<file path="src/inc/ulm_pkg.sv">
// Shared constants of the line format, handshake control and line status block.
package ulm_pkg;
  // ----------------------------------------
  // Register offsets on the host bus
  // ----------------------------------------
  localparam logic [2:0] OFS_DATA = 3'h0;
  localparam logic [2:0] OFS_IER = 3'h1;
  localparam logic [2:0] OFS_LINE_FORMAT = 3'h3;
  localparam logic [2:0] OFS_HANDSHAKE = 3'h4;
  localparam logic [2:0] OFS_LINE_STATUS = 3'h5;
  // ----------------------------------------
  // Line format field positions
  // ----------------------------------------
  localparam int LF_BANK = 7;
  localparam int LF_BREAK = 6;
  localparam int LF_STICK = 5;
  localparam int LF_SENSE = 4;
  localparam int LF_PAR_ON = 3;
  localparam int LF_STOP = 2;
  localparam int LF_LEN_HI = 1;
  localparam int LF_LEN_LO = 0;
  // ----------------------------------------
  // Handshake control and interrupt enable positions
  // ----------------------------------------
  localparam int HC_LOOP = 4;
  localparam int HC_USER_OUTPUT_2 = 3;
  localparam int HC_USER_OUTPUT_1 = 2;
  localparam int HC_RTS = 1;
  localparam int HC_DTR = 0;
  localparam int IE_LINE = 2;
  localparam int IE_HOLD = 1;
  // ----------------------------------------
  // Reset values
  // ----------------------------------------
  localparam logic [7:0] LINE_FORMAT_RST = 8'h00;
  localparam logic [7:0] HANDSHAKE_RST = 8'h00;
  localparam logic [7:0] IER_RST = 8'h00;
  localparam logic [15:0] DIVISOR_RST = 16'h0001;
  // ----------------------------------------
  // Timing in sixteenths of a bit, break margin in whole bits
  // ----------------------------------------
  localparam logic [5:0] OVS = 6'h10;
  localparam logic [5:0] STOP_ONE = 6'h10;
  localparam logic [5:0] STOP_ONE_HALF = 6'h18;
  localparam logic [5:0] STOP_TWO = 6'h20;
  localparam logic [3:0] MID_BIT = 4'h7;
  localparam logic [9:0] BREAK_EXTRA_BITS = 10'h003;
  localparam int FIFO_DEPTH = 16;
  localparam int RX_WORD_W = 11;
endpackage

</file>
<file path="src/verilog/ulm_fifo.sv">
// Synchronous FIFO with valid and ready on both sides.
`timescale 1ns/100ps
module ulm_fifo #(
  parameter int WIDTH = 8,
  parameter int DEPTH = 16
) (
  // Clock and reset
  input wire logic core_clk,
  input wire logic rstn,
  input wire logic flush,
  // Filling side
  input wire logic in_valid,
  output logic in_ready,
  input wire logic [WIDTH-1:0] in_data,
  // Draining side
  output logic out_valid,
  input wire logic out_ready,
  output logic [WIDTH-1:0] out_data,
  // Fill level
  output logic [$clog2(DEPTH):0] count
);
  localparam int AW = $clog2(DEPTH);

  if (DEPTH < 2 || (1 << AW) != DEPTH) begin : g_bad_depth
    $error("ulm_fifo: DEPTH must be a power of two of at least 2");
  end

  logic [WIDTH-1:0] mem [DEPTH];
  logic [AW:0] wr_ptr_reg;
  logic [AW:0] rd_ptr_reg;
  wire push = in_valid && in_ready;
  wire pop = out_valid && out_ready;

  assign count = wr_ptr_reg - rd_ptr_reg;
  assign in_ready = (count != (AW + 1)'(DEPTH));
  assign out_valid = (count != '0);
  assign out_data = mem[rd_ptr_reg[AW-1:0]];

  always_ff @(posedge core_clk) begin
    if (push) begin
      mem[wr_ptr_reg[AW-1:0]] <= in_data;
    end
  end

  always_ff @(posedge core_clk or negedge rstn) begin
    if (!rstn) begin
      wr_ptr_reg <= '0;
      rd_ptr_reg <= '0;
    end else if (flush) begin
      wr_ptr_reg <= '0;
      rd_ptr_reg <= '0;
    end else begin
      if (push) begin
        wr_ptr_reg <= wr_ptr_reg + 1'b1;
      end
      if (pop) begin
        rd_ptr_reg <= rd_ptr_reg + 1'b1;
      end
    end
  end
endmodule

</file>
<file path="src/verilog/ulm_line_ctrl.sv">
// Line format, handshake control and line status logic with serial transmitter and receiver.
`timescale 1ns/100ps
module ulm_line_ctrl #(
  parameter int DEPTH = ulm_pkg::FIFO_DEPTH
) (
  // Clock and reset
  input wire logic core_clk,
  input wire logic rstn,
  // Host register bus
  input wire logic [2:0] host_addr,
  input wire logic host_rd_stb,
  input wire logic host_wr_stb,
  input wire logic [7:0] host_wdata,
  output logic [7:0] host_rdata,
  // Mode from the FIFO control logic
  input wire logic fifo_mode_en,
  // Serial line
  input wire logic serial_in,
  output logic serial_out,
  // Handshake pins and status
  output logic rts_on,
  output logic dtr_on,
  input wire logic dsr_in,
  input wire logic cts_in,
  input wire logic ri_in,
  input wire logic dcd_in,
  output logic dsr_stat,
  output logic cts_stat,
  output logic ri_stat,
  output logic dcd_stat,
  // Host interrupt pin
  output logic host_irq_out,
  output logic host_irq_oe_n
);
  if (DEPTH < 2) begin : g_bad_depth
    $error("ulm_line_ctrl: DEPTH must be at least 2");
  end

  typedef enum logic [2:0] {ST_IDLE, ST_START, ST_DATA, ST_PAR, ST_STOP} ulm_ser_t;

  // ----------------------------------------
  // Registers and bus decode
  // ----------------------------------------
  logic [7:0] line_format_reg;
  logic [7:0] handshake_ctrl_reg;
  logic [7:0] ier_reg;
  logic [15:0] divisor_reg;
  logic [7:0] rdata_reg;
  logic pe_flag_reg, fe_flag_reg, bi_flag_reg, rx_err_sum_reg, ls_irq_reg;
  logic irq_reg, txd_reg;
  logic [3:0] stat_reg;

  wire divisor_bank_select = line_format_reg[ulm_pkg::LF_BANK];
  wire break_on = line_format_reg[ulm_pkg::LF_BREAK];
  wire stick_on = line_format_reg[ulm_pkg::LF_STICK];
  wire parity_sense = line_format_reg[ulm_pkg::LF_SENSE];
  wire parity_on = line_format_reg[ulm_pkg::LF_PAR_ON];
  wire stop_bit_count = line_format_reg[ulm_pkg::LF_STOP];
  wire [1:0] char_len = {line_format_reg[ulm_pkg::LF_LEN_HI], line_format_reg[ulm_pkg::LF_LEN_LO]};
  wire loop_on = handshake_ctrl_reg[ulm_pkg::HC_LOOP];
  wire user_output_2 = handshake_ctrl_reg[ulm_pkg::HC_USER_OUTPUT_2];
  wire user_output_1 = handshake_ctrl_reg[ulm_pkg::HC_USER_OUTPUT_1];

  wire rd_data = host_rd_stb && host_addr == ulm_pkg::OFS_DATA;
  wire wr_data = host_wr_stb && host_addr == ulm_pkg::OFS_DATA;
  wire wr_ier = host_wr_stb && host_addr == ulm_pkg::OFS_IER;
  wire rbr_rd = rd_data && !divisor_bank_select;
  wire thr_wr = wr_data && !divisor_bank_select;
  wire lsr_rd = host_rd_stb && host_addr == ulm_pkg::OFS_LINE_STATUS;
  wire lf_wr = host_wr_stb && host_addr == ulm_pkg::OFS_LINE_FORMAT;
  wire hc_wr = host_wr_stb && host_addr == ulm_pkg::OFS_HANDSHAKE;

  // ----------------------------------------
  // Character format
  // ----------------------------------------
  wire [3:0] nbits = 4'h5 + {2'b00, char_len};
  wire [7:0] len_mask = 8'hff >> (4'h8 - nbits);
  wire [5:0] stop_len = !stop_bit_count ? ulm_pkg::STOP_ONE :
                        (char_len == 2'b00) ? ulm_pkg::STOP_ONE_HALF : ulm_pkg::STOP_TWO;

  function automatic logic parity_of(input logic [7:0] d, input logic [7:0] m, input logic stick,
                                     input logic sense);
    logic x;
    x = ^(d & m);
    if (stick) begin
      parity_of = !sense;
    end else begin
      parity_of = sense ? x : !x;
    end
  endfunction

  // ----------------------------------------
  // Baud divider, one sixteenth-bit enable
  // ----------------------------------------
  logic [15:0] div_cnt_reg;
  wire tick = (div_cnt_reg + 16'h0001 >= divisor_reg);

  always_ff @(posedge core_clk or negedge rstn) begin
    if (!rstn) begin
      div_cnt_reg <= '0;
    end else begin
      div_cnt_reg <= tick ? 16'h0000 : div_cnt_reg + 16'h0001;
    end
  end

  // ----------------------------------------
  // Transmit path
  // ----------------------------------------
  logic tx_ovalid, tx_iready;
  logic [7:0] tx_odata;
  logic [$clog2(DEPTH):0] tx_count;
  ulm_ser_t tx_st_reg;
  logic [7:0] tx_sh_reg;
  logic [2:0] tx_bit_reg;
  logic [5:0] tx_sub_reg;
  logic tx_line_reg, tx_par_reg;

  // Outside FIFO mode the queue behaves as a single holding buffer.
  wire thr_accept = thr_wr && (fifo_mode_en ? tx_iready : !tx_ovalid);
  wire tx_pop = tick && tx_st_reg == ST_IDLE && tx_ovalid;
  wire tx_bit_end = tick && tx_sub_reg == ulm_pkg::OVS - 6'h01;
  wire holding_empty_flag = !tx_ovalid;
  wire tx_all_empty_flag = !tx_ovalid && tx_st_reg == ST_IDLE;

  ulm_fifo #(.WIDTH(8), .DEPTH(DEPTH)) u_tx_fifo (
    .core_clk(core_clk),
    .rstn(rstn),
    .flush(1'b0),
    .in_valid(thr_accept),
    .in_ready(tx_iready),
    .in_data(host_wdata),
    .out_valid(tx_ovalid),
    .out_ready(tx_pop),
    .out_data(tx_odata),
    .count(tx_count)
  );

  always_ff @(posedge core_clk or negedge rstn) begin
    if (!rstn) begin
      tx_st_reg <= ST_IDLE;
      tx_sh_reg <= '0;
      tx_bit_reg <= '0;
      tx_sub_reg <= '0;
      tx_line_reg <= 1'b1;
      tx_par_reg <= 1'b0;
    end else if (tick) begin
      tx_sub_reg <= tx_sub_reg + 6'h01;
      case (tx_st_reg)
        ST_IDLE: begin
          tx_sub_reg <= '0;
          if (tx_ovalid) begin
            tx_st_reg <= ST_START;
            tx_sh_reg <= tx_odata;
            tx_par_reg <= parity_of(tx_odata, len_mask, stick_on, parity_sense);
            tx_line_reg <= 1'b0;
          end
        end
        ST_START: begin
          if (tx_bit_end) begin
            tx_st_reg <= ST_DATA;
            tx_sub_reg <= '0;
            tx_bit_reg <= '0;
            tx_line_reg <= tx_sh_reg[0];
          end
        end
        ST_DATA: begin
          if (tx_bit_end) begin
            tx_sub_reg <= '0;
            tx_sh_reg <= tx_sh_reg >> 1;
            tx_bit_reg <= tx_bit_reg + 3'h1;
            tx_line_reg <= tx_sh_reg[1];
            if ({1'b0, tx_bit_reg} == nbits - 4'h1) begin
              tx_st_reg <= parity_on ? ST_PAR : ST_STOP;
              tx_line_reg <= parity_on ? tx_par_reg : 1'b1;
            end
          end
        end
        ST_PAR: begin
          if (tx_bit_end) begin
            tx_st_reg <= ST_STOP;
            tx_sub_reg <= '0;
            tx_line_reg <= 1'b1;
          end
        end
        ST_STOP: begin
          if (tx_sub_reg == stop_len - 6'h01) begin
            tx_st_reg <= ST_IDLE;
            tx_sub_reg <= '0;
          end
        end
        default: tx_st_reg <= ST_IDLE;
      endcase
    end
  end

  // ----------------------------------------
  // Receive path
  // ----------------------------------------
  // Loopback keeps the line pin at mark unless break is on, and feeds the receiver from the transmitter.
  wire rx_line = loop_on ? tx_line_reg : serial_in;
  ulm_ser_t rx_st_reg;
  logic [7:0] rx_sh_reg;
  logic [2:0] rx_bit_reg;
  logic [3:0] rx_sub_reg;
  logic rx_par_reg, head_seen_reg;
  logic [9:0] bk_cnt_reg;
  logic [4:0] err_cnt_reg;
  logic rx_ovalid, rx_iready;
  logic [ulm_pkg::RX_WORD_W-1:0] rx_odata;

  wire rx_mid = tick && rx_sub_reg == 4'hf;
  wire [7:0] rx_word = rx_sh_reg >> (4'h8 - nbits);
  wire rx_pe = parity_on && (rx_par_reg != parity_of(rx_word, len_mask, stick_on, parity_sense));
  wire rx_fe = !rx_line;
  wire rx_done = rx_mid && rx_st_reg == ST_STOP;
  wire rx_push = rx_done && (fifo_mode_en ? rx_iready : !rx_ovalid);
  wire rx_in_err = rx_pe || rx_fe;
  wire rx_head_err = rx_odata[9] || rx_odata[8];
  wire head_take = rx_ovalid && !head_seen_reg;
  wire [9:0] bk_lim = ((10'h001 + {6'h00, nbits} + {9'h000, parity_on} + 10'h001) << 1) + ulm_pkg::BREAK_EXTRA_BITS;
  wire bk_hit = tick && !rx_line && bk_cnt_reg == (bk_lim << 4);

  ulm_fifo #(.WIDTH(ulm_pkg::RX_WORD_W), .DEPTH(DEPTH)) u_rx_fifo (
    .core_clk(core_clk),
    .rstn(rstn),
    .flush(1'b0),
    .in_valid(rx_push),
    .in_ready(rx_iready),
    .in_data({1'b0, rx_pe, rx_fe, rx_word}),
    .out_valid(rx_ovalid),
    .out_ready(rbr_rd),
    .out_data(rx_odata),
    .count()
  );

  always_ff @(posedge core_clk or negedge rstn) begin
    if (!rstn) begin
      rx_st_reg <= ST_IDLE;
      rx_sh_reg <= '0;
      rx_bit_reg <= '0;
      rx_sub_reg <= '0;
      rx_par_reg <= 1'b0;
    end else if (tick) begin
      rx_sub_reg <= rx_sub_reg + 4'h1;
      case (rx_st_reg)
        ST_IDLE: begin
          rx_sub_reg <= '0;
          if (!rx_line) begin
            rx_st_reg <= ST_START;
          end
        end
        ST_START: begin
          if (rx_sub_reg == ulm_pkg::MID_BIT) begin
            rx_sub_reg <= '0;
            rx_bit_reg <= '0;
            rx_st_reg <= rx_line ? ST_IDLE : ST_DATA;
          end
        end
        ST_DATA: begin
          if (rx_mid) begin
            rx_sh_reg <= {rx_line, rx_sh_reg[7:1]};
            rx_bit_reg <= rx_bit_reg + 3'h1;
            if ({1'b0, rx_bit_reg} == nbits - 4'h1) begin
              rx_st_reg <= parity_on ? ST_PAR : ST_STOP;
            end
          end
        end
        ST_PAR: begin
          if (rx_mid) begin
            rx_par_reg <= rx_line;
            rx_st_reg <= ST_STOP;
          end
        end
        ST_STOP: begin
          if (rx_mid) begin
            rx_st_reg <= ST_IDLE;
          end
        end
        default: rx_st_reg <= ST_IDLE;
      endcase
    end
  end

  // Break run length counts sixteenths of continuous space and saturates past the limit.
  always_ff @(posedge core_clk or negedge rstn) begin
    if (!rstn) begin
      bk_cnt_reg <= '0;
    end else if (rx_line) begin
      bk_cnt_reg <= '0;
    end else if (tick && bk_cnt_reg != 10'h3ff) begin
      bk_cnt_reg <= bk_cnt_reg + 10'h001;
    end
  end

  // ----------------------------------------
  // Line status flags
  // ----------------------------------------
  wire pe_set = head_take && rx_odata[9];
  wire fe_set = head_take && rx_odata[8];
  wire [4:0] err_cnt_next = err_cnt_reg + {4'h0, rx_push && rx_in_err} - {4'h0, rbr_rd && rx_ovalid && rx_head_err};

  always_ff @(posedge core_clk or negedge rstn) begin
    if (!rstn) begin
      pe_flag_reg <= 1'b0;
      fe_flag_reg <= 1'b0;
      bi_flag_reg <= 1'b0;
      rx_err_sum_reg <= 1'b0;
      ls_irq_reg <= 1'b0;
      head_seen_reg <= 1'b0;
      err_cnt_reg <= '0;
    end else begin
      pe_flag_reg <= pe_set || (pe_flag_reg && !lsr_rd);
      fe_flag_reg <= fe_set || (fe_flag_reg && !lsr_rd);
      bi_flag_reg <= bk_hit || (bi_flag_reg && !lsr_rd);
      rx_err_sum_reg <= fifo_mode_en && (err_cnt_next != '0 || (rx_err_sum_reg && !lsr_rd));
      ls_irq_reg <= pe_set || fe_set || bk_hit || (ls_irq_reg && !lsr_rd);
      head_seen_reg <= rbr_rd ? 1'b0 : (head_seen_reg || rx_ovalid);
      err_cnt_reg <= err_cnt_next;
    end
  end

  wire [7:0] line_status_reg = {rx_err_sum_reg, tx_all_empty_flag, holding_empty_flag, bi_flag_reg,
                                fe_flag_reg, pe_flag_reg, 1'b0, rx_ovalid};

  // ----------------------------------------
  // Register writes, read data and pins
  // ----------------------------------------
  wire [7:0] rd_mux = (host_addr == ulm_pkg::OFS_DATA) ? (divisor_bank_select ? divisor_reg[7:0] : rx_odata[7:0]) :
                      (host_addr == ulm_pkg::OFS_IER) ? (divisor_bank_select ? divisor_reg[15:8] : ier_reg) :
                      (host_addr == ulm_pkg::OFS_LINE_FORMAT) ? line_format_reg :
                      (host_addr == ulm_pkg::OFS_HANDSHAKE) ? handshake_ctrl_reg :
                      (host_addr == ulm_pkg::OFS_LINE_STATUS) ? line_status_reg : 8'h00;
  wire [3:0] stat_src = loop_on ? {user_output_2, user_output_1, handshake_ctrl_reg[ulm_pkg::HC_RTS],
                                   handshake_ctrl_reg[ulm_pkg::HC_DTR]} : {dcd_in, ri_in, cts_in, dsr_in};
  wire irq_next = (ier_reg[ulm_pkg::IE_HOLD] && holding_empty_flag) ||
                  (ier_reg[ulm_pkg::IE_LINE] && ls_irq_reg);

  always_ff @(posedge core_clk or negedge rstn) begin
    if (!rstn) begin
      line_format_reg <= ulm_pkg::LINE_FORMAT_RST;
      handshake_ctrl_reg <= ulm_pkg::HANDSHAKE_RST;
      ier_reg <= ulm_pkg::IER_RST;
      divisor_reg <= ulm_pkg::DIVISOR_RST;
      rdata_reg <= '0;
      stat_reg <= '0;
      irq_reg <= 1'b0;
      txd_reg <= 1'b1;
    end else begin
      if (lf_wr) begin
        line_format_reg <= host_wdata;
      end
      if (hc_wr) begin
        handshake_ctrl_reg <= {3'b000, host_wdata[4:0]};
      end
      if (wr_ier && !divisor_bank_select) begin
        ier_reg <= {4'h0, host_wdata[3:0]};
      end
      if (wr_data && divisor_bank_select) begin
        divisor_reg[7:0] <= host_wdata;
      end
      if (wr_ier && divisor_bank_select) begin
        divisor_reg[15:8] <= host_wdata;
      end
      if (host_rd_stb) begin
        rdata_reg <= rd_mux;
      end
      stat_reg <= stat_src;
      irq_reg <= irq_next;
      txd_reg <= !break_on && (loop_on || tx_line_reg);
    end
  end

  assign host_rdata = rdata_reg;
  assign serial_out = txd_reg;
  assign rts_on = handshake_ctrl_reg[ulm_pkg::HC_RTS];
  assign dtr_on = handshake_ctrl_reg[ulm_pkg::HC_DTR];
  assign {dcd_stat, ri_stat, cts_stat, dsr_stat} = stat_reg;
  assign host_irq_out = irq_reg;
  assign host_irq_oe_n = !user_output_2;
endmodule

</file>
<file path="config.mk">
export PLATFORM = sky130hd
export DESIGN_NAME = ulm_line_ctrl
export DESIGN_NICKNAME = d
export VERILOG_FILES = /design/src/inc/ulm_pkg.sv /design/src/verilog/ulm_fifo.sv /design/src/verilog/ulm_line_ctrl.sv
export SDC_FILE = /design/constraint.sdc
export NUM_CORES = 1
export LEC_CHECK = 0
export BUFFER_PORTS_ARGS = -buffer_cell sky130_fd_sc_hd__buf_2
export CORE_ASPECT_RATIO = 0.9
export CORE_MARGIN = 3
export CORE_UTILIZATION = 30
export DETAILED_ROUTE_END_ITERATION = 12
export MAX_ROUTING_LAYER = met4
export SYNTH_ARGS = -nofsm -noshare
export SYNTH_HDL_FRONTEND = slang
export SYNTH_SLANG_ARGS = --single-unit
export TNS_END_PERCENT = 10
</file>
<file path="constraint.sdc">
create_clock -name core_clk -period 8.16 [get_ports core_clk]
set_input_delay 0.408 -clock core_clk [delete_from_list [all_inputs] [get_ports core_clk]]
set_output_delay 0.408 -clock core_clk [all_outputs]
set_load 0.02 [all_outputs]
</file>
==> out/metrics.cfg <==
[sta]
final_max_slew_viol_count = 0
finalCriticalPeriod_ns = 6.52
period_share_pct = 79.9
fin_tns_setup_ns = 0
rsz0062_at_grt = no
layout_setup_ws_ns = 1.64
holdWs_ns = 0.0957
tightest_slew_ns = 1.13
hold_violations = 0
setup_viol_count_final = 0
skew_ns = 0.0201
clock.fmax_mhz = 153
relSlewSlack_pct = 24.9

[critical_path]
cp_common_cell = ha_1
worstPathRequired_ns = 8.62
cp_slowest_cell = o22ai_1
path_class = reg2reg
worstPathCellList = inv_1 -> ha_1 -> nand2_1 -> o22ai_1 -> xnor2_1 -> xnor2_2 -> xnor3_1 -> or3_1 -> a21oi_2 -> o21ai_1 -> ha_1 -> inv_1 -> ha_1 -> fa_1 -> a21o_1 -> a21oi_1 -> xnor2_1 -> nor2_1 -> a21boi_0
crit_path_start_kind = flop
rrSetupSlack_ns = 1.64
critPathBufInv = 2
critPathCaptureType = flop
cpPeakStageDelay_ns = 0.88
worstPathArrival_ns = 6.98
critPathTopFamily = compound AO/OA/AOI/OAI gates
cp_max_fo = 18

[die]
io_pins = 38
die_w_um = 275
initial_core_util_pct = 30.4
dieArea_sq_mm = 0.0684
core-area_sq_mm = 0.0644
placement_rows = 88
die_h_um = 248

[clocking]
clock_path_buffers = 3
ctsHoldBuffers = 1
clkSinkCount = 433
clkLatencyLatePin_ns = 0.55
cts_buffers = 43
post_cts_buffers = 0
root_buffer = clkbuf_16
cts_tree = built
htreeDepth = 2
clk_pin_slew_worst_paths_ns = 0.06
cts_resized = 0

[final_layout]
largest_register_ffs = 160
area_growth_pct = 13.4
utilization_pct = 34.5
fill_cells = 6169
drive_above_1_share_pct = 18.6
nNetsFinal = 1467

[route]
drc = 0
wire_per_inst_um = 20.2
drtPass1Iterations = 7
via_per_inst = 5.01
via_count = 11400
drtIter0Drc = 1241
wirelength_mm = 46.2
antenna_left = 0

[min_path]
hold_path_class = in2reg

[global_route]
track_usage_pct = 13.9
grt_use_met2_pct = 21.2
grt_max_degree = 77
top_usage_layer = met2
antenna_found_initial = 6
grt_pass1_wl_mm = 70.9
grtUsageMet3_pct = 2.70
grt_util_met1_pct = 19.3
grt_pass1_vias = 11500
overflow = 0

[pwr]
cellLeakagePower_uw = 0.00830
ir_worst_vdd_mv = 0.193
power_density_mw_per_mm2 = 259

[synth]
synth_xor_area_share_pct = 3.23
ys.flop_type = edfxtp_1
ys_types = 67
synth_compound_area_share_pct = 5.96
synth_simple_gate_area_share_pct = 8.25
syn-cell-area_sq_mm = 0.0196
synth_edf_count = 288
synth_top_family_by_area = multiplexers
postSynthCellCount = 1338
synth_warnings = 0
async_reset_ff_share_pct = 33.5
ys_ff_latch = 433
synth_fa_ha_area_share_pct = 3.49
synth.area.mux_share_pct = 13.9
syn_area_per_cell_sq_um = 14.6
syn_nets = 1413
synth-seq-area-share_pct = 62.7

[place]
dp_hpwl_mm = 30.3
place_ws_ns = 1.70
port-buffer-count = 37
finalWeightedCongestion = 0.814

[run]
max_cap_violations = 0

[outcome]
status = completed

==> metal layers <==
metal | vias up | share of wire [%] | routed length (um)
met5 | - | 0 | 0
met1 | 5864 | 45 | 20600
met3 | 62 | 6.5 | 2990
li1 | 5191 | - | -
met4 | 0 | 2.0 | 928
met2 | 314 | 47 | 21600
==> kinds of logic after synthesis <==
kind of cell    count (synthesis)
compound gates                181
xor+xnor                       69
fa+ha+maj                      54
buf+inv                       111
flops                         433
mux                           150
simple gates                  340
==> synthesized netlist by cell type, types with 16 or more instances <==
cell | n | share of area (%)
nor2_1 | 89 | 1.7
inv_1 | 48 | 0.92
mux2i_1 | 19 | 0.97
a21oi_1 | 39 | 1.0
o21ai_0 | 54 | 1.4
clkbuf_1 | 37 | 0.71
mux4_2 | 65 | 7.5
xor2_1 | 18 | 0.80
mux2_2 | 44 | 2.5
nor3_1 | 29 | 0.74
dfrtp_1 | 142 | 18
ha_1 | 53 | 3.4
a22oi_1 | 17 | 0.65
and2_1 | 18 | 0.57
nand4_1 | 16 | 0.51
edfxtp_1 | 288 | 44
nand3_1 | 25 | 0.64
xnor2_1 | 48 | 2.1
mux4_1 | 22 | 2.9
nand2_1 | 105 | 2.0
==> stage by stage <==
stage	total power [uW]	instance area (sq um)	instances
floorplan	3500	19600	1338
global placement	3800	20800	2201
detailed placement	3840	20800	2201
CTS	5810	22200	2279
global route	6030	22200	2279
finish	5750	22200	2282
==> path summary, 6_finish.rpt <==
kind	from	end	depth (start not counted)
max	line_format_reg[0]$_DFFE_PN0P_	rx_err_sum_reg$_DFF_PN0_	19
min	dsr_in	stat_reg[0]$_DFF_PN0_	2
max reg2reg	line_format_reg[0]$_DFFE_PN0P_	rx_err_sum_reg$_DFF_PN0_	19
min reg2reg	bi_flag_reg$_DFF_PN0_	bi_flag_reg$_DFF_PN0_	1
max in group asynchronous	rstn	divisor_reg[3]$_DFFE_PN0P_	3
min in group asynchronous	rstn	u_tx_fifo.wr_ptr_reg[2]$_DFFE_PN0P_	2
==> layout make-up <==
| type | count | area, sq um | area share, % |
|---|---|---|---|
| Antenna cell | 3 | 7.51 | 0.0338 |
| Clock buffer | 49 | 1150 | 5.18 |
| Clock inverter | 28 | 235 | 1.06 |
| Inverter | 49 | 184 | 0.828 |
| Multi-Input combinational cell | 794 | 6840 | 30.8 |
| Sequential cell | 433 | 12300 | 55.3 |
| Tap cell | 855 | 1070 | 4.81 |
| Timing Repair Buffer | 71 | 449 | 2.02 |
==> cells in the final DEF, fill, tap and decap left out, drive strengths merged, types with 4 or more instances in the layout <==
master    instances
nand3            25
nor2b            10
o21ai            55
a221oi            5
xor2             18
nand2b            8
clkinv           18
a21oi            41
edfxtp          288
a22o              8
clkinvlp          6
or3               6
inv              50
mux2i            19
mux2             44
clkbuf           49
or2               5
xnor2            50
dfrtp           142
ha               53
a21o             12
nor3b             7
and3              8
o21a              4
a22oi            17
and2             18
nor2             89
nor3             29
buf              70
nand2           105
nand4            16
a211oi            4
mux4             87
a31oi            13
==> power by group <==
group / leakage (uW) / internal [uW] / switching (uW)
sequential: 0.00463 / 2500 / 124
combinational: 0.00300 / 512 / 653
clock: 0.000670 / 1110 / 846
Note: power is estimated with default switching activity, not from simulation.
